## src/logic/gate_protect_pkg.sv

```systemverilog
package gate_protect_pkg;

  // Synchroniser depth for command, mode and comparator flags
  localparam int SYNC_STAGES = 2;

  // Reset values of the driven outputs
  localparam logic GATE_RST    = 1'b0;
  localparam logic FAULT_RST   = 1'b0;
  localparam logic OE_RST      = 1'b0;
  localparam logic RAMP_RST    = 1'b0;
  localparam logic STANDBY_RST = 1'b0;

  // Raw comparator flags, all active high
  typedef struct packed {
    logic boot_upper_uv;
    logic boot_lower_uv;
    logic aux_uv;
    logic aux_por_ok;
    logic ocp_low;
    logic ocp_high;
    logic over_temp;
  } flags_type;

  // Commands and mode
  typedef struct packed {
    logic mode_active;
    logic low_side_cmd;
    logic high_side_cmd;
  } cmd_type;

  // Interlock owner
  typedef enum logic [2:0] {
    OWN_NONE = 3'b001,
    OWN_LOW  = 3'b010,
    OWN_HIGH = 3'b100
  } owner_type;

  // High-side per-pulse state
  typedef enum logic [3:0] {
    HS_IDLE    = 4'b0001,
    HS_ON      = 4'b0010,
    HS_BLOCKED = 4'b0100,
    HS_TRIPPED = 4'b1000
  } hs_state_type;

endpackage

```

## src/logic/half_bridge_gate_protection.sv

```systemverilog
`timescale 1ns/1ps
// Overview of operation
// RULE1: Boot-supply lockout only affects high side, never the low side.
// RULE2: High side refused for whole pulse if upper boot lockout at rise.
// RULE3: Once high side on, watch only lower boot lockout until pulse ends.
// RULE4: Lower boot lockout while on turns high side off for rest of pulse.
// RULE5: Every new command pulse reattempts turn-on despite earlier trips.
// RULE6: Over-current while on turns that side off for rest of its pulse.
// RULE7: Separate over-current flags for low and high side.
// RULE8: Over-current never drives the fault output.
// RULE9: Low-side over-current turn-off requests artificial sense ramp.
// RULE10: Over-temperature holds both switches off regardless of commands.
// RULE11: Fault asserts only and always during over-temperature.
// RULE12: Over-temperature protection active only while aux supply above POR.
// RULE13: Fault output is active low open drain.
// RULE14: Mode high is active: switches follow commands under protection.
// RULE15: Mode low is standby: commands ignored, switches off, low-power flag.
// RULE16: Both commands high at interlock enable gives low side control.
// RULE17: Controlling command keeps control while high; only it passes.
// RULE18: High side turns on only if no universal block at its rising edge.
// RULE19: Sense ramp request holds until low-side command goes low.
// RULE20: Commands, mode and flags pass two-stage synchronisers first.
// RULE21: Per-pulse latches clear when their command returns low.
module half_bridge_gate_protection
  import gate_protect_pkg::*;
(
  input  wire logic      clock,
  input  wire logic      reset_n,
  input  wire cmd_type   cmd_in,
  input  wire flags_type flags_in,
  output logic           low_gate_en,
  output logic           high_gate_en,
  output logic           fault_n_out,
  output logic           fault_n_oe,
  output logic           cs_ramp_req,
  output logic           standby_lowpower
);

  logic         rst_meta_q;
  logic         rst_n_q;
  cmd_type      cmd_s;
  flags_type    flg_s;
  logic         hs_cmd_prev_q;
  logic         univ_block;
  logic         ot_active;
  logic         il_low;
  logic         il_high;
  logic         ls_trip_q;
  logic         ls_trip_now;
  logic         hs_rise;
  owner_type    owner_q;
  owner_type    owner_d;
  hs_state_type hs_q;
  hs_state_type hs_d;

  // Reset release through two flops
  always_ff @(posedge clock or negedge reset_n) begin
    if (!reset_n) begin
      rst_meta_q <= 1'b0;
      rst_n_q    <= 1'b0;
    end else begin
      rst_meta_q <= 1'b1;
      rst_n_q    <= rst_meta_q;
    end
  end

  // Synchronise all asynchronous inputs
  flag_sync #(.WIDTH($bits(cmd_type))) u_cmd_sync (      // RULE20
    .clock    (clock),
    .rst_n    (rst_n_q),
    .async_in (cmd_in),
    .sync_out (cmd_s)
  );

  flag_sync #(.WIDTH($bits(flags_type))) u_flag_sync (   // RULE20
    .clock    (clock),
    .rst_n    (rst_n_q),
    .async_in (flags_in),
    .sync_out (flg_s)
  );

  // Over-temperature only counts once aux has passed its POR level
  assign ot_active  = flg_s.over_temp & flg_s.aux_por_ok;           // RULE12
  // Boot lockout deliberately absent here so the low side never sees it
  assign univ_block = ~cmd_s.mode_active | flg_s.aux_uv | ot_active; // RULE1

  // Interlock ownership; cleared while disabled
  always_comb begin
    owner_d = owner_q;
    if (univ_block) begin
      owner_d = OWN_NONE;
    end else begin
      case (owner_q)
        OWN_LOW: begin
          if (!cmd_s.low_side_cmd) owner_d = OWN_NONE;            // RULE17
        end
        OWN_HIGH: begin
          if (!cmd_s.high_side_cmd) owner_d = OWN_NONE;           // RULE17
        end
        default: begin
          if (cmd_s.low_side_cmd) owner_d = OWN_LOW;              // RULE16
          else if (cmd_s.high_side_cmd) owner_d = OWN_HIGH;
        end
      endcase
    end
  end

  always_ff @(posedge clock or negedge rst_n_q) begin
    if (!rst_n_q) begin
      owner_q <= OWN_NONE;
    end else begin
      owner_q <= owner_d;
    end
  end

  // Interlock outputs pass only the owner's command
  assign il_low  = (owner_q == OWN_LOW)  & cmd_s.low_side_cmd;    // RULE17
  assign il_high = (owner_q == OWN_HIGH) & cmd_s.high_side_cmd;   // RULE17

  // Previous synchronised high command, for its rising edge
  always_ff @(posedge clock or negedge rst_n_q) begin
    if (!rst_n_q) begin
      hs_cmd_prev_q <= 1'b0;
    end else begin
      hs_cmd_prev_q <= cmd_s.high_side_cmd;
    end
  end

  // Resets to the pin's idle low level, so no false edge after reset
  assign hs_rise = cmd_s.high_side_cmd & ~hs_cmd_prev_q;

  // High-side per-pulse sequence; decision made once at the rising edge
  // so a partial turn-on cannot happen later in the pulse
  always_comb begin
    hs_d = hs_q;
    case (hs_q)
      HS_IDLE: begin
        if (hs_rise) begin
          if (univ_block || flg_s.boot_upper_uv)                 // RULE2
            hs_d = HS_BLOCKED;                                     // RULE18
          else if (owner_d == OWN_HIGH)
            hs_d = HS_ON;                                          // RULE5
          else
            hs_d = HS_BLOCKED;
        end
      end
      HS_ON: begin
        if (!cmd_s.high_side_cmd) hs_d = HS_IDLE;                 // RULE21
        else if (univ_block) hs_d = HS_TRIPPED;                   // RULE10
        else if (flg_s.boot_lower_uv) hs_d = HS_TRIPPED;          // RULE3
        else if (flg_s.ocp_high) hs_d = HS_TRIPPED;               // RULE6
      end
      default: begin
        if (!cmd_s.high_side_cmd) hs_d = HS_IDLE;                 // RULE21
      end
    endcase
  end

  always_ff @(posedge clock or negedge rst_n_q) begin
    if (!rst_n_q) begin
      hs_q <= HS_IDLE;
    end else begin
      hs_q <= hs_d;
    end
  end

  // Low-side trip this cycle: switch on and its own over-current flag up
  assign ls_trip_now = low_gate_en & flg_s.ocp_low;                 // RULE7

  // Low-side over-current latch, cleared by the command falling.
  // The pulse end wins over a trip in the same cycle: nothing to hold.
  always_ff @(posedge clock or negedge rst_n_q) begin
    if (!rst_n_q) begin
      ls_trip_q <= 1'b0;
    end else if (!cmd_s.low_side_cmd) begin
      ls_trip_q <= 1'b0;                                            // RULE21
    end else if (ls_trip_now) begin
      ls_trip_q <= 1'b1;                                            // RULE6
    end
  end

  // Low gate; the trip term cuts it on the edge that sets the latch
  always_ff @(posedge clock or negedge rst_n_q) begin
    if (!rst_n_q) begin
      low_gate_en <= GATE_RST;
    end else begin
      low_gate_en <= il_low & ~univ_block                           // RULE14
                     & ~ls_trip_q & ~ls_trip_now;                   // RULE6
    end
  end

  // High gate; tripped high side held off until the pulse ends
  always_ff @(posedge clock or negedge rst_n_q) begin
    if (!rst_n_q) begin
      high_gate_en <= GATE_RST;
    end else begin
      high_gate_en <= (hs_d == HS_ON) & il_high;                    // RULE4
    end
  end

  // Sense ramp request after low-side trip, until command drops
  always_ff @(posedge clock or negedge rst_n_q) begin
    if (!rst_n_q) begin
      cs_ramp_req <= RAMP_RST;
    end else if (!cmd_s.low_side_cmd) begin
      cs_ramp_req <= 1'b0;                                          // RULE19
    end else if (ls_trip_now) begin
      cs_ramp_req <= 1'b1;                                          // RULE9
    end
  end

  // Fault pin: open drain, low only for over-temperature
  always_ff @(posedge clock or negedge rst_n_q) begin
    if (!rst_n_q) begin
      fault_n_out <= FAULT_RST;
      fault_n_oe  <= OE_RST;
    end else begin
      fault_n_out <= FAULT_RST;                                     // RULE13
      // Over-current flags never reach the enable
      fault_n_oe  <= ot_active;                               // RULE8 RULE11
    end
  end

  // Standby indication follows the synchronised mode input
  always_ff @(posedge clock or negedge rst_n_q) begin
    if (!rst_n_q) begin
      standby_lowpower <= STANDBY_RST;
    end else begin
      standby_lowpower <= ~cmd_s.mode_active;                       // RULE15
    end
  end

endmodule

```

## src/logic/flag_sync.sv

```systemverilog
`timescale 1ns/1ps
module flag_sync
  import gate_protect_pkg::*;
#(
  parameter int WIDTH = 1
) (
  input  wire logic             clock,
  input  wire logic             rst_n,
  input  wire logic [WIDTH-1:0] async_in,
  output logic      [WIDTH-1:0] sync_out
);

  logic [WIDTH-1:0] meta_q;

  // First stage feeds only the second stage
  always_ff @(posedge clock or negedge rst_n) begin
    if (!rst_n) begin
      meta_q   <= '0;
      sync_out <= '0;
    end else begin
      meta_q   <= async_in;
      sync_out <= meta_q;
    end
  end

endmodule

```

## config.mk

```make
export PLATFORM = sky130hd
export DESIGN_NAME = half_bridge_gate_protection
export DESIGN_NICKNAME = d
export VERILOG_FILES = /design/src/logic/gate_protect_pkg.sv /design/src/logic/half_bridge_gate_protection.sv /design/src/logic/flag_sync.sv
export SDC_FILE = /design/constraint.sdc
export NUM_CORES = 1
export LEC_CHECK = 0
export BUFFER_PORTS_ARGS = -buffer_cell sky130_fd_sc_hd__buf_2
export CAP_MARGIN = 10
export CORE_ASPECT_RATIO = 0.5
export CORE_MARGIN = 2
export CORE_UTILIZATION = 30
export DETAILED_ROUTE_END_ITERATION = 7
export GPL_TIMING_DRIVEN = 0
export SYNTH_ARGS = -nofsm -noshare
export SYNTH_HDL_FRONTEND = slang
export SYNTH_HIERARCHICAL = 1
export SYNTH_SLANG_ARGS = --single-unit
```

## constraint.sdc

```tcl
create_clock -name clock -period 1.5 [get_ports clock]
set_clock_uncertainty 0.15 [all_clocks]
set_input_delay 0.075 -clock clock [delete_from_list [all_inputs] [get_ports clock]]
set_output_delay 0.075 -clock clock [all_outputs]
set_load 0.02 [all_outputs]
```

==> results of run 1 <==
logic make-up (layout without fill, tap and decap cells):
logic type,after synthesis,in the layout,share of synthesized area
other,2,2,0.00640
AND/OR/NAND/NOR,26,26,0.131
AO/OA/AOI/OAI,13,13,0.0853
flip-flops,35,35,0.748
buffers and inverters,6,44,0.0288
where the power goes:
| group | switching (mW) | internal, mW | total, mW |
|---|---|---|---|
| clock | 0.337 | 0.322 | 0.660 |
| combinational | 0.0453 | 0.0676 | 0.113 |
| sequential | 0.0391 | 0.990 | 1.03 |
final cells by class:
type                            instances  area (um2)  area share
Sequential cell                        35         880       0.555
Multi-Input combinational cell         41         304       0.192
Timing Repair Buffer                   31         223       0.140
Clock buffer                            5        68.8      0.0434
Tap cell                               51        63.8      0.0403
Clock inverter                          3        20.0      0.0126
Buffer                                  2        15.0     0.00947
Inverter                                3        11.3     0.00710
sequential cells by signal, summed over array words and instances, names as in the netlist:
register	flops
u_flag_sync/meta_q	7
u_flag_sync/sync_out	7
hs_q	4
owner_q	3
u_cmd_sync/meta_q	3
u_cmd_sync/sync_out	3
fault_n_oe	1
high_gate_en	1
hs_cmd_prev_q	1
low_gate_en	1
ls_trip_q	1
rst_meta_q	1
rst_n_q	1
standby_lowpower	1
metrics by stage:
step / setup TNS [ns] / setup slack [ns] / util / hold slack [ns]
final: -0.525 / -0.311 / 0.442 / 0.154
after global routing: -0.856 / -0.405 / 0.442 / 0.202
after floorplan: -0.514 / -0.300 / - / -0.371
after CTS: -0.755 / -0.368 / 0.436 / 0.194
after global placement: -0.875 / -0.410 / 0.368 / -0.290
after detailed placement: -2.46 / -0.413 / 0.368 / -0.288
placed cells by master (no fill, tap or decap):
master / synthesis / layout
sky130_fd_sc_hd__o32ai_2: 0 / 1
sky130_fd_sc_hd__nor4_1: 3 / 2
sky130_fd_sc_hd__and2_4: 1 / 2
sky130_fd_sc_hd__dfrtp_1: 33 / 32
sky130_fd_sc_hd__dfrtp_2: 0 / 1
sky130_fd_sc_hd__nand3b_1: 1 / 1
sky130_fd_sc_hd__nor3b_1: 1 / 1
sky130_fd_sc_hd__buf_2: 0 / 16
sky130_fd_sc_hd__a2111oi_4: 0 / 1
sky130_fd_sc_hd__clkbuf_8: 0 / 5
sky130_fd_sc_hd__inv_1: 3 / 3
sky130_fd_sc_hd__nand4b_1: 1 / 1
sky130_fd_sc_hd__o21ai_0: 1 / 1
sky130_fd_sc_hd__a21o_4: 0 / 1
sky130_fd_sc_hd__dfstp_2: 2 / 2
sky130_fd_sc_hd__o21a_1: 1 / 1
sky130_fd_sc_hd__buf_4: 1 / 4
sky130_fd_sc_hd__or2_2: 1 / 1
sky130_fd_sc_hd__nor4_2: 0 / 1
sky130_fd_sc_hd__dlygate4sd3_1: 0 / 12
sky130_fd_sc_hd__clkbuf_4: 0 / 1
sky130_fd_sc_hd__clkinvlp_4: 0 / 2
sky130_fd_sc_hd__nand2b_1: 3 / 3
sky130_fd_sc_hd__a2bb2oi_1: 1 / 1
sky130_fd_sc_hd__clkinv_2: 0 / 1
sky130_fd_sc_hd__a22o_1: 1 / 1
sky130_fd_sc_hd__conb_1: 2 / 2
sky130_fd_sc_hd__or3_1: 1 / 1
sky130_fd_sc_hd__a31o_4: 0 / 1
sky130_fd_sc_hd__nor2b_1: 1 / 1
sky130_fd_sc_hd__nor2_1: 5 / 5
sky130_fd_sc_hd__or4_4: 1 / 1
sky130_fd_sc_hd__a21oi_1: 4 / 4
sky130_fd_sc_hd__nor3_1: 2 / 2
sky130_fd_sc_hd__and3_1: 1 / 1
sky130_fd_sc_hd__nand2_1: 3 / 3
sky130_fd_sc_hd__o221ai_1: 1 / 1
per-layer routing:
layer	track usage	share of wire	wire length, um
met1	0.111	0.45	849
met2	0.158	0.48	912
met3	0.0325	0.044	83
met4	0.0896	0.029	56
met5	0	0	0
how the worst max path moves through the flow:
stage	cells after the start	to	start	slack, ns
2_1_floorplan	5	high_gate_en	u_flag_sync/sync_out[0]	-0.30
3_3_place_gp	5	high_gate_en	u_cmd_sync/sync_out[0]	-0.41
3_5_place_dp	5	high_gate_en	u_cmd_sync/sync_out[0]	-0.41
4_1_cts	4	high_gate_en	u_flag_sync/sync_out[3]	-0.37
5_1_grt	4	high_gate_en	hs_q[2]	-0.40
6_report	4	high_gate_en	hs_q[2]	-0.31
worst max-delay path, delay by kind of cell (launching register included):
family / cells / cell delay [ns]
AOI/OAI and AO/OA: 1 / 0.38
DFF: 1 / 0.43
and+or+nand+nor: 3 / 0.75
what timing repair did:
item	in CTS	in global routing
hold buffers	12	0
endpoints found under the setup margin	35	5
resized for setup	6	3
buffers inserted	1	2
cloned	0	0
pin swaps	5	6
hold endpoints to repair	12	0
==> results by stage, run 1 <==
Detailed routing:
- The number of vias after detailed routing is 730.
- The average wire length per cell after detail routing is 11.1 um.
- The initial detailed-routing violation count is 54.
- The detail route stage leaves a number of antenna-violating nets equal to 0.
- After detailed routing, the number of vias per cell comes to 4.27.
- For this block, the routed nets add up to 1900 um of wire.
- The remaining routing DRC violations is 0.
- The first-pass iteration count of the detailed router is 4.

Clock network:
- The clock tree root buffer cell is sky130_fd_sc_hd__clkbuf_8.
- In this run, CTS created clock tree buffers numbering 5.
- Clock-pin slew was measured on the worst setup and hold paths at 0.07 ns.
- The number of H-tree branching levels is 2.
- No sink is reached through more buffers than the 2 on the longest clock path.
- The number of sinks on the clock net is 35.
- Clock latency on the worst-skew pair, taken at its later pin, is 0.29 ns.
- The clock tree from TritonCTS is yes.

Placement:
- Buffers placed on the I/O ports in this run total 16.
- Counting tap cells, the placed design contains a total of 149 instances.
- The estimated wirelength of the detail-placed design is 1140 um.
- The cell area after placement is 1320 um2.
- The placer's final routability congestion estimate is 0.691.

Synth:
- The cell count after synthesis is 82.
- The most used flip-flop cell after synthesis is sky130_fd_sc_hd__dfrtp_1.
- The share of flip-flops with an asynchronous set or reset is 1.00.
- The synthesized net count is 94.
- sky130_fd_sc_hd__dfrtp_1 is the most common cell in the netlist.
- The post-synthesis sequential element count is 35.
- The Yosys step of the flow raised 6 warnings.
- The commonest cells after synthesis are 33 x sky130_fd_sc_hd__dfrtp_1, 5 x sky130_fd_sc_hd__nor2_1, 4 x sky130_fd_sc_hd__a21oi_1.
- In the post-synthesis netlist, the biggest area contributors are sky130_fd_sc_hd__dfrtp_1 70%, sky130_fd_sc_hd__dfstp_2 4.5%, sky130_fd_sc_hd__a21oi_1 1.7%.
- After synthesis the cells add up to 1170 um2.
- The sequential share of the synthesized area is 0.748.
- The synthesized area divided by synthesized cell count is 14.3 um2.
- The portion of synthesized cell area occupied by the leading cell type is 0.704.
- The count of flip-flops with a built-in enable after synthesis is 0.
- Yosys mapped the design onto 32 distinct sky130hd cell types.
- The largest total area in the synthesized netlist belongs to sky130_fd_sc_hd__dfrtp_1.

Setup path:
- The reg-to-reg critical path startpoint is hs_q[2].
- The reg2reg setup slack is -0.31 ns.
- Data on the critical path arrives at its endpoint at 1.85 ns.
- For this design, the slowest cell found on the critical path is sky130_fd_sc_hd__dfrtp_1.
- Of all nets on the critical path, the largest fanout is 5.
- For this run, the slowest stage of the critical path takes 0.43 ns.
- The signal on the critical path passes through nor4_2, and3_1, nand4b_1, a2111oi_4.
- The setup path with the least slack is of type reg -> reg.
- The critical path endpoint category is a register.
- The end of the worst register-to-register path is high_gate_en.
- The number of cells on the worst reg-to-reg path is 4.
- For the worst setup path, the data required time is 1.53 ns.
- The kind of start point of the critical path is a register.

Floorplan:
- The region available for standard cell placement spans 3580 um2.
- The initial utilization of the core area, before any placement, comes to 0.327.
- The die boundary height is 48.2 um.
- The floorplan has 15 rows.
- The die outline width is 92.5 um.
- The floorplan step defined a die boundary enclosing 4460 um2.
- The number of placed I/O pins is 18.

Timing:
- In this run the tightest slew margin relative to its limit is 0.542.
- The smallest setup slack after layout is -0.311 ns.
- Of the available clock period, the critical path in the final layout requires 1.21.
- The final setup violation count is 3.
- The hold violation total from the final report was 0.
- The final critical path time including I/O delays and setup is 1.81 ns.
- At the pin with the least slew margin, the transition time is 0.687 ns.
- Setup repair after global routing could not meet its margin everywhere.
- Derived from the worst setup path, the maximum achievable clock frequency is 552 MHz.
- The max-slew violation total from the final report is 0.

Global routing:
- The via count of the first global-routing pass is 742.
- The initial antenna violation count is 0.
- The global-route usage over all layers is 0.0979.
- The pin count of the biggest net entering global routing is 34.
- The first global-routing pass estimated 3100 um of wire.
- After global routing the overflow that remains totals 0.

Final layout:
- Leaving out filler cells and counting taps, the final layout contains 171.
- The final instance area is 1590 um2.
- After the last flow step, the layout net total stands at 131.
- From synthesis to final layout, the design area changed by 35.1%.
- The antenna cell count is 0.
- Counting the fill cells in the layout gives 328.
- The layout cell share with drive strength beyond 1 is 0.342.

Pwr:
- The total power is 1.80 mW.
- The power density over cell area is 1140 nW/um2.
- Summed over all cells, the static leakage comes to 0.717 nW.
- Across the VDD grid, the largest voltage drop is 0.491 mV.

Flow run:
- The number of max-cap violations is 0.

Status:
- The final reports fail on negative setup slack.
- The flow ran to the end, but the final reports show violations.

Min path:
- The path class of the tightest hold or removal check is reg -> async.
(Power assumes the default switching activity.)
==> run 2, diff against run 1 <==
--- a/config.mk
+++ b/config.mk
@@ -12,6 +12,7 @@
 export CORE_UTILIZATION = 30
 export DETAILED_ROUTE_END_ITERATION = 7
 export GPL_TIMING_DRIVEN = 0
+export RECOVER_POWER = 50
 export SYNTH_ARGS = -nofsm -noshare
 export SYNTH_HDL_FRONTEND = slang
 export SYNTH_HIERARCHICAL = 1
==> run 2 against run 1 <==
The run still ends with negative setup slack left. Critical path type unchanged. Largest power group unchanged. Via count down 0.41%. Non-clock buffer count unchanged. Count of clock-buffer cells in the layout is the same.
==> results by stage, run 2 (same netlist as run 1, synthesis figures left out) <==
Status:
- The flow ran to the end, but the final reports show violations.
- The final reports fail on negative setup slack.

Timing:
- The final setup violation count is 3 (unchanged).
- The transition at the pin with the smallest max-transition slack is 0.673 ns (-0.0143 ns).
- The hold violation total from the final report is 0 (unchanged).
- The smallest setup slack after layout is -0.316 ns (-0.00462 ns).
- The post-route fraction of the period consumed by the critical path is 1.21 (+0.00308).
- The max-slew violation total from the final report came to 0 (unchanged).
- Setup repair after global routing could not meet its margin everywhere.
- The highest achievable clock rate is 551 MHz (-0.25%).
- The worst relative slew slack was 0.552 (+0.00957).
- The final critical path time including I/O delays and setup is 1.82 ns (+0.00462 ns).

Pwr:
- The total power is 1.80 mW (about the same).
- The total leakage power is 0.705 nW (-1.7%).
- The maximum vdd ir drop is 0.491 mV (about the same).
- The power density over cell area is 1140 nW/um2 (+0.20%).

Clock network:
- The clock-pin transition on the worst setup and hold timing paths is 0.07 ns (about the same).
- TritonCTS built the clock tree.
- The clock latency on the worst-skew pair came to 0.29 ns (about the same).
- The clock tree root buffer cell is sky130_fd_sc_hd__clkbuf_8.
- The number of buffers on the longest clock path is 2 (unchanged).
- The number of H-tree branching levels is 2 (unchanged).
- The clock buffer count from CTS is 5 (unchanged).
- The number of sinks on the clock net is 35 (unchanged).

Final layout:
- The number of nets in the finished design is 131 (unchanged).
- The number of fillers in the final layout was 331 (+0.91%).
- Compared with the post-synthesis result, the final layout area differs by 34.8%.
- The most common cell after layout, fill and taps aside is sky130_fd_sc_hd__dfrtp_1.
- The layout cell share with drive strength beyond 1 is 0.317 (-0.0250).
- The antenna cell count is 0 (unchanged).
- The final instance area is 1580 um2 (-0.24%).
- In the final layout, the registers with the most flip-flops are u_flag_sync/meta_q (7), u_flag_sync/sync_out (7), hs_q (4).
- The library cells used most frequently in the layout, excluding fill and tap cells, are 32 x sky130_fd_sc_hd__dfrtp_1, 13 x sky130_fd_sc_hd__buf_2, 12 x sky130_fd_sc_hd__dlygate4sd3_1.

Detailed routing:
- The remaining antenna violation count after routing came to 0 (unchanged).
- The average wire length per cell after detail routing is 11.1 um (-0.42%).
- The average vias per placed instance was 4.25 (-0.41%).
- The initial detailed-routing violation count is 43 (-20%).
- The number of vias after detailed routing is 727 (-0.41%).
- The total length of routed wires came to 1890 um (-0.42%).
- The remaining routing DRC violations is 0 (unchanged).
- The first-pass iteration count of the detailed router is 4 (unchanged).

Placement:
- The pre-CTS worst setup slack is -0.413 ns (unchanged).
- The estimated wirelength of the detail-placed design is 1140 um (unchanged).
- The placer's final routability congestion estimate is 0.691 (unchanged).
- The number of buffers inserted by port buffering was 16 (unchanged).
- The cell area after placement is 1320 um2 (unchanged).

Min path:
- The tightest min-delay check is of the reg -> async type.

Floorplan:
- The core region area is 3580 um2 (unchanged).
- The number of placed I/O pins is 18 (unchanged).
- The die boundary height is 48.2 um (unchanged).
- The number of cell rows is 15 (unchanged).
- The die outline width is 92.5 um (unchanged).
- The initial standard-cell utilization of the core is 0.327 (unchanged).
- The die area is 4460 um2 (unchanged).

Setup path:
- The startpoint of the most critical setup path is hs_q[2].
- The end of the worst register-to-register path is high_gate_en.
- The kind of start point of the critical path is a register.
- The arrival time reported for the critical path endpoint was 1.85 ns (about the same).
- The critical path is of the reg -> reg type.
- The reg2reg setup slack was -0.32 ns (about the same).
- The number of cells on the worst reg-to-reg path came to 4 (unchanged).
- The worst path required time is 1.53 ns (about the same).
- The maximum fanout count along the critical path came to 5 (unchanged).
- The worst register-to-register path begins at hs_q[2].
- The critical path endpoint category is a register.

Global routing:
- The overall overflow remaining after global route is 0 (unchanged).
- The initial antenna violation count is 0 (unchanged).
- The via count of the first global-routing pass came to 742 (unchanged).
- The global-route usage over all layers is 0.0979 (unchanged).
- The pin count of the biggest net entering global routing is 34 (unchanged).
- The first-pass GRT wire length is 3100 um (unchanged).

Flow run:
- The number of max-cap violations is 0 (unchanged).
==> run 2: changes by cell type in the layout (fill, tap and decap cells not counted), sizes merged <==
cell    before  now
buf         20   17
clkbuf       6    9
==> run 2: cell type report <==
type / count / area (um2) / share of cell area
well taps: 51 / 63.8 / 0.0403
plain buffers: 2 / 15.0 / 0.00949
flip-flops and latches: 35 / 880 / 0.556
clock inverters: 3 / 20.0 / 0.0127
repair buffers: 31 / 219 / 0.138
clock buffers: 5 / 68.8 / 0.0435
multi-input cells: 41 / 304 / 0.192
inverters: 3 / 11.3 / 0.00712
==> run 2: critical path, cell delays in order, from the launching register on <==
cell and delay, ns:
sky130_fd_sc_hd__dfrtp_1 0.43, sky130_fd_sc_hd__nor4_2 0.33, sky130_fd_sc_hd__and3_1 0.23, sky130_fd_sc_hd__nand4b_1 0.20, sky130_fd_sc_hd__a2111oi_4 0.38
==> run 2: routing by layer <==
metal,routed length [um],global-route usage,up-vias
li1,-,-,347
met1,840,0.111,361
met2,919,0.158,14
met3,78,0.0325,5
met4,56,0.0896,0
met5,0,0,-
==> run 2: worst max-delay path by stage <==
stage | cells past startpoint | end
finish | 4 | high_gate_en
global placement | 5 | high_gate_en
CTS | 4 | high_gate_en
detailed placement | 5 | high_gate_en
floorplan | 5 | high_gate_en
global route | 4 | high_gate_en
==> run 2: repair_timing <==
action | 4_1_cts | 5_1_grt
endpoints found under the setup margin | 35 | 5
endpoints found under the hold margin | 12 | 0
setup buffers | 1 | 2
resized for setup | 6 | 3
pin swaps | 5 | 6
hold buffers | 12 | 0
==> run 2: stage by stage <==
step	cells	hold slack, ns	TNS [ns]	util
floorplan	82	-0.371	-0.514	-
global placement	149	-0.290	-0.875	0.368
detailed placement	149	-0.288	-2.46	0.368
CTS	169	0.194	-0.755	0.436
global route	171	0.202	-0.856	0.441
finish	171	0.150	-0.529	0.441
==> run 2: where the power goes <==
group	total (mW)	internal (mW)	leakage (nW)	switching, mW
logic	0.113	0.0672	0.242	0.0454
registers	1.03	0.990	0.423	0.0389
clock network	0.660	0.322	0.0402	0.337
==> run 3, diff against run 2 <==
--- a/config.mk
+++ b/config.mk
@@ -7,11 +7,11 @@
 export LEC_CHECK = 0
 export BUFFER_PORTS_ARGS = -buffer_cell sky130_fd_sc_hd__buf_2
 export CAP_MARGIN = 10
-export CORE_ASPECT_RATIO = 0.5
 export CORE_MARGIN = 2
-export CORE_UTILIZATION = 30
+export CORE_UTILIZATION = 53
 export DETAILED_ROUTE_END_ITERATION = 7
 export GPL_TIMING_DRIVEN = 0
+export PLACE_DENSITY = 0.75
 export RECOVER_POWER = 50
 export SYNTH_ARGS = -nofsm -noshare
 export SYNTH_HDL_FRONTEND = slang
==> run 3 against run 2 <==
The run still ends with negative setup slack left. Global-route usage increased by 6.9 points. Design area decreased by 1.3%. Sequential share of layout area up 0.71 points. Die area down 42%. Clock power is 15% lower. Hold slack gained 0.0070 ns. Register-to-register slack barely moved. Wire length fell by 5.1%. Combinational power hardly changed. Total power is 5.3% lower. Fmax fell by 0.49%. Sequential cell count unchanged.
==> results by stage, run 3 (same netlist as run 1, synthesis figures left out) <==
Status:
- The run finished, with violations left.
- The final reports fail on negative setup slack.

Pwr:
- The total leakage power is 0.726 nW (+3.1%).
- The maximum vdd ir drop is 0.987 mV (+100%).
- The total power came to 1.71 mW (-5.3%).
- The power density over cell area is 1090 nW/um2 (-4.1%).

Global routing:
- The initial antenna violation count is 0 (unchanged).
- The via count of the first global-routing pass is 710 (-4.3%).
- The global-route usage over all layers is 0.167 (+0.0689).
- The overall overflow remaining after global route is 0 (unchanged).
- The pin count of the biggest net entering global routing is 34 (unchanged).
- The first-pass GRT wire length is 2970 um (-4.0%).

Setup path:
- The critical path endpoint category is a register.
- The largest delay contributor family on the critical path is simple AND/OR/NAND/NOR gates.
- The worst setup path is launched from a register.
- Walking the worst path, the cells encountered are and2_4, or4_4, a21o_4, a2111oi_4.
- The number of buffers and inverters on the critical path is 0 (unchanged).
- The worst path required time is 1.57 ns (+0.04 ns).
- The maximum fanout count along the critical path is 2 (-3).
- The critical setup path kind is reg -> reg.
- The arrival time reported for the critical path endpoint is 1.90 ns (+0.05 ns).
- The delay of the slowest critical-path stage is 0.50 ns (+0.07 ns).
- The cell with the largest stage delay on the worst path is sky130_fd_sc_hd__or4_4.

Final layout:
- The number of fillers in the final layout came to 141 (-57%).
- The number of non-filler instances in the completed layout is 149 (-13%).
- The top cell types in the final layout, fill and taps aside, are 32 x sky130_fd_sc_hd__dfrtp_1, 16 x sky130_fd_sc_hd__buf_2, 12 x sky130_fd_sc_hd__dlygate4sd3_1.
- The largest registers in the layout are u_flag_sync/meta_q (7), u_flag_sync/sync_out (7), hs_q (4).
- The antenna cell count is 0 (unchanged).
- The fraction of the core area covered by cells at the end of the flow is 0.727 (+0.286).
- The layout cell share with drive strength beyond 1 is 0.364 (+0.0470).
- The library cell used most frequently in the layout, excluding fill and tap cells, is sky130_fd_sc_hd__dfrtp_1.
- Relative to the synthesized area, the layout overhead comes to 33.0%.
- The number of nets in the finished design is 132 (+0.76%).

Detailed routing:
- The initial detailed-routing violation count is 11 (-74%).
- The average wire length per cell after detail routing came to 12.1 um (+8.9%).
- The total length of routed wires is 1800 um (-5.1%).
- The remaining antenna violation count after routing is 0 (unchanged).
- The number of vias after detailed routing is 741 (+1.9%).
- The average vias per placed instance is 4.97 (+17%).
- The first-pass iteration count of the detailed router came to 4 (unchanged).
- The remaining routing DRC violations is 0 (unchanged).

Timing:
- The final critical path time including I/O delays and setup is 1.82 ns (+0.00899 ns).
- Setup repair after global routing could not meet its margin everywhere.
- The hold violation total from the final report is 0 (unchanged).
- The transition at the pin with the smallest max-transition slack is 0.663 ns (-0.00963 ns).
- The highest achievable clock rate came to 548 MHz (-0.49%).
- The worst relative slew slack was 0.558 (+0.00642).
- The max-slew violation total from the final report came to 0 (unchanged).
- The final setup violation count came to 3 (unchanged).
- The post-route fraction of the period consumed by the critical path is 1.22 (+0.00600).
- The smallest setup slack after layout is -0.325 ns (-0.00899 ns).

Placement:
- The placer's final routability congestion estimate was 0.729 (+5.5%).
- The number of buffers inserted by port buffering is 16 (unchanged).
- The pre-CTS worst setup slack was -0.379 ns (+0.0337 ns).
- The estimated wirelength of the detail-placed design is 1060 um (-7.6%).
- The instance count after placement with tap cells included was 126 (-15%).

Floorplan:
- The number of cell rows is 17 (+2).
- The die area was 2610 um2 (-42%).
- The core region area is 2150 um2 (-40%).
- The die outline width is 51.1 um (-45%).
- The die boundary height is 51.1 um (+5.9%).
- The number of placed I/O pins is 18 (unchanged).
- The initial standard-cell utilization of the core is 0.546 (+0.219).

Clock network:
- The clock tree root buffer cell is sky130_fd_sc_hd__clkbuf_4.
- The clock buffer count from CTS came to 5 (unchanged).
- The number of H-tree branching levels is 2 (unchanged).
- The number of buffers on the longest clock path is 2 (unchanged).
- The clock tree from TritonCTS is yes.
- The clock latency on the worst-skew pair is 0.32 ns (+0.03 ns).
- The number of sinks on the clock net is 35 (unchanged).
- The clock-pin transition on the worst setup and hold timing paths is 0.10 ns (+0.03 ns).

Min path:
- The worst hold path belongs to the class reg -> async.

Flow run:
- The number of max-cap violations is 0 (unchanged).
[run 3: changes by cell type in the layout (fill, tap and decap cells not counted)]
cell	before	now
sky130_fd_sc_hd__clkbuf_4	1	5
sky130_fd_sc_hd__buf_2	13	16
sky130_fd_sc_hd__clkbuf_1	3	0
sky130_fd_sc_hd__clkbuf_8	5	2
sky130_fd_sc_hd__buf_4	4	5
sky130_fd_sc_hd__buf_6	0	1
sky130_fd_sc_hd__clkinv_2	1	0
sky130_fd_sc_hd__clkinvlp_4	2	1
sky130_fd_sc_hd__nand2b_1	3	2
sky130_fd_sc_hd__nand2b_4	0	1
sky130_fd_sc_hd__nor2_1	5	4
sky130_fd_sc_hd__nor2_2	0	1
[run 3: metal layers]
metal / share of wire / wire [um] / track usage
met3: 0.053 / 96 / 0.0526
met5: 0 / 0 / 0
met4: 0 / 0 / 0.108
met1: 0.41 / 741 / 0.182
met2: 0.53 / 959 / 0.279
[run 3: stage by stage]
stage,setup TNS [ns],hold WS (ns),cell area [um2]
after floorplan,-0.514,-0.371,1170
after global placement,-0.785,-0.290,1290
after detailed placement,-0.858,-0.285,1290
after CTS,-0.681,0.207,1510
after global routing,-0.794,0.213,1560
final,-0.590,0.157,1560
[run 3: cell type report]
| type | count | area [um2] | share of cell area |
|---|---|---|---|
| clock inverter | 1 | 7.51 | 0.00481 |
| buffer | 2 | 18.8 | 0.0120 |
| clock buffer | 7 | 65.1 | 0.0417 |
| tap | 28 | 35.0 | 0.0224 |
| timing repair buffer | 32 | 230 | 0.147 |
| inverter | 3 | 11.3 | 0.00721 |
| sequential | 35 | 880 | 0.563 |
| multi-input combinational | 41 | 314 | 0.201 |
[run 3: repair_timing]
item / 4_1_cts / 5_1_grt
setup endpoints to repair: 4 / 4
resized for setup: 3 / 9
hold buffers: 12 / 0
gates cloned: 0 / 0
buffers inserted: 2 / 2
endpoints found under the hold margin: 12 / 0
pin swaps: 4 / 7
[run 3: path summary, 6_finish.rpt]
path / start / end / slack [ns] / cells past startpoint
worst max-delay path: u_flag_sync/sync_out[0] / high_gate_en / -0.32 / 4
worst min-delay path: rst_n_q / owner_q[2] / 0.16 / 0
worst max register to register: u_flag_sync/sync_out[0] / high_gate_en / -0.32 / 4
worst min register to register: rst_n_q / owner_q[2] / 0.16 / 0
max in group asynchronous: rst_n_q / hs_q[3] / 0.61 / 0
min in group clock: u_cmd_sync/meta_q[1] / u_cmd_sync/sync_out[1] / 0.20 / 0
[run 3: report_power, final]
group / switching [mW] / leakage (nW) / internal [mW]
clock network: 0.289 / 0.0375 / 0.274
registers: 0.0391 / 0.423 / 0.989
logic: 0.0467 / 0.266 / 0.0682
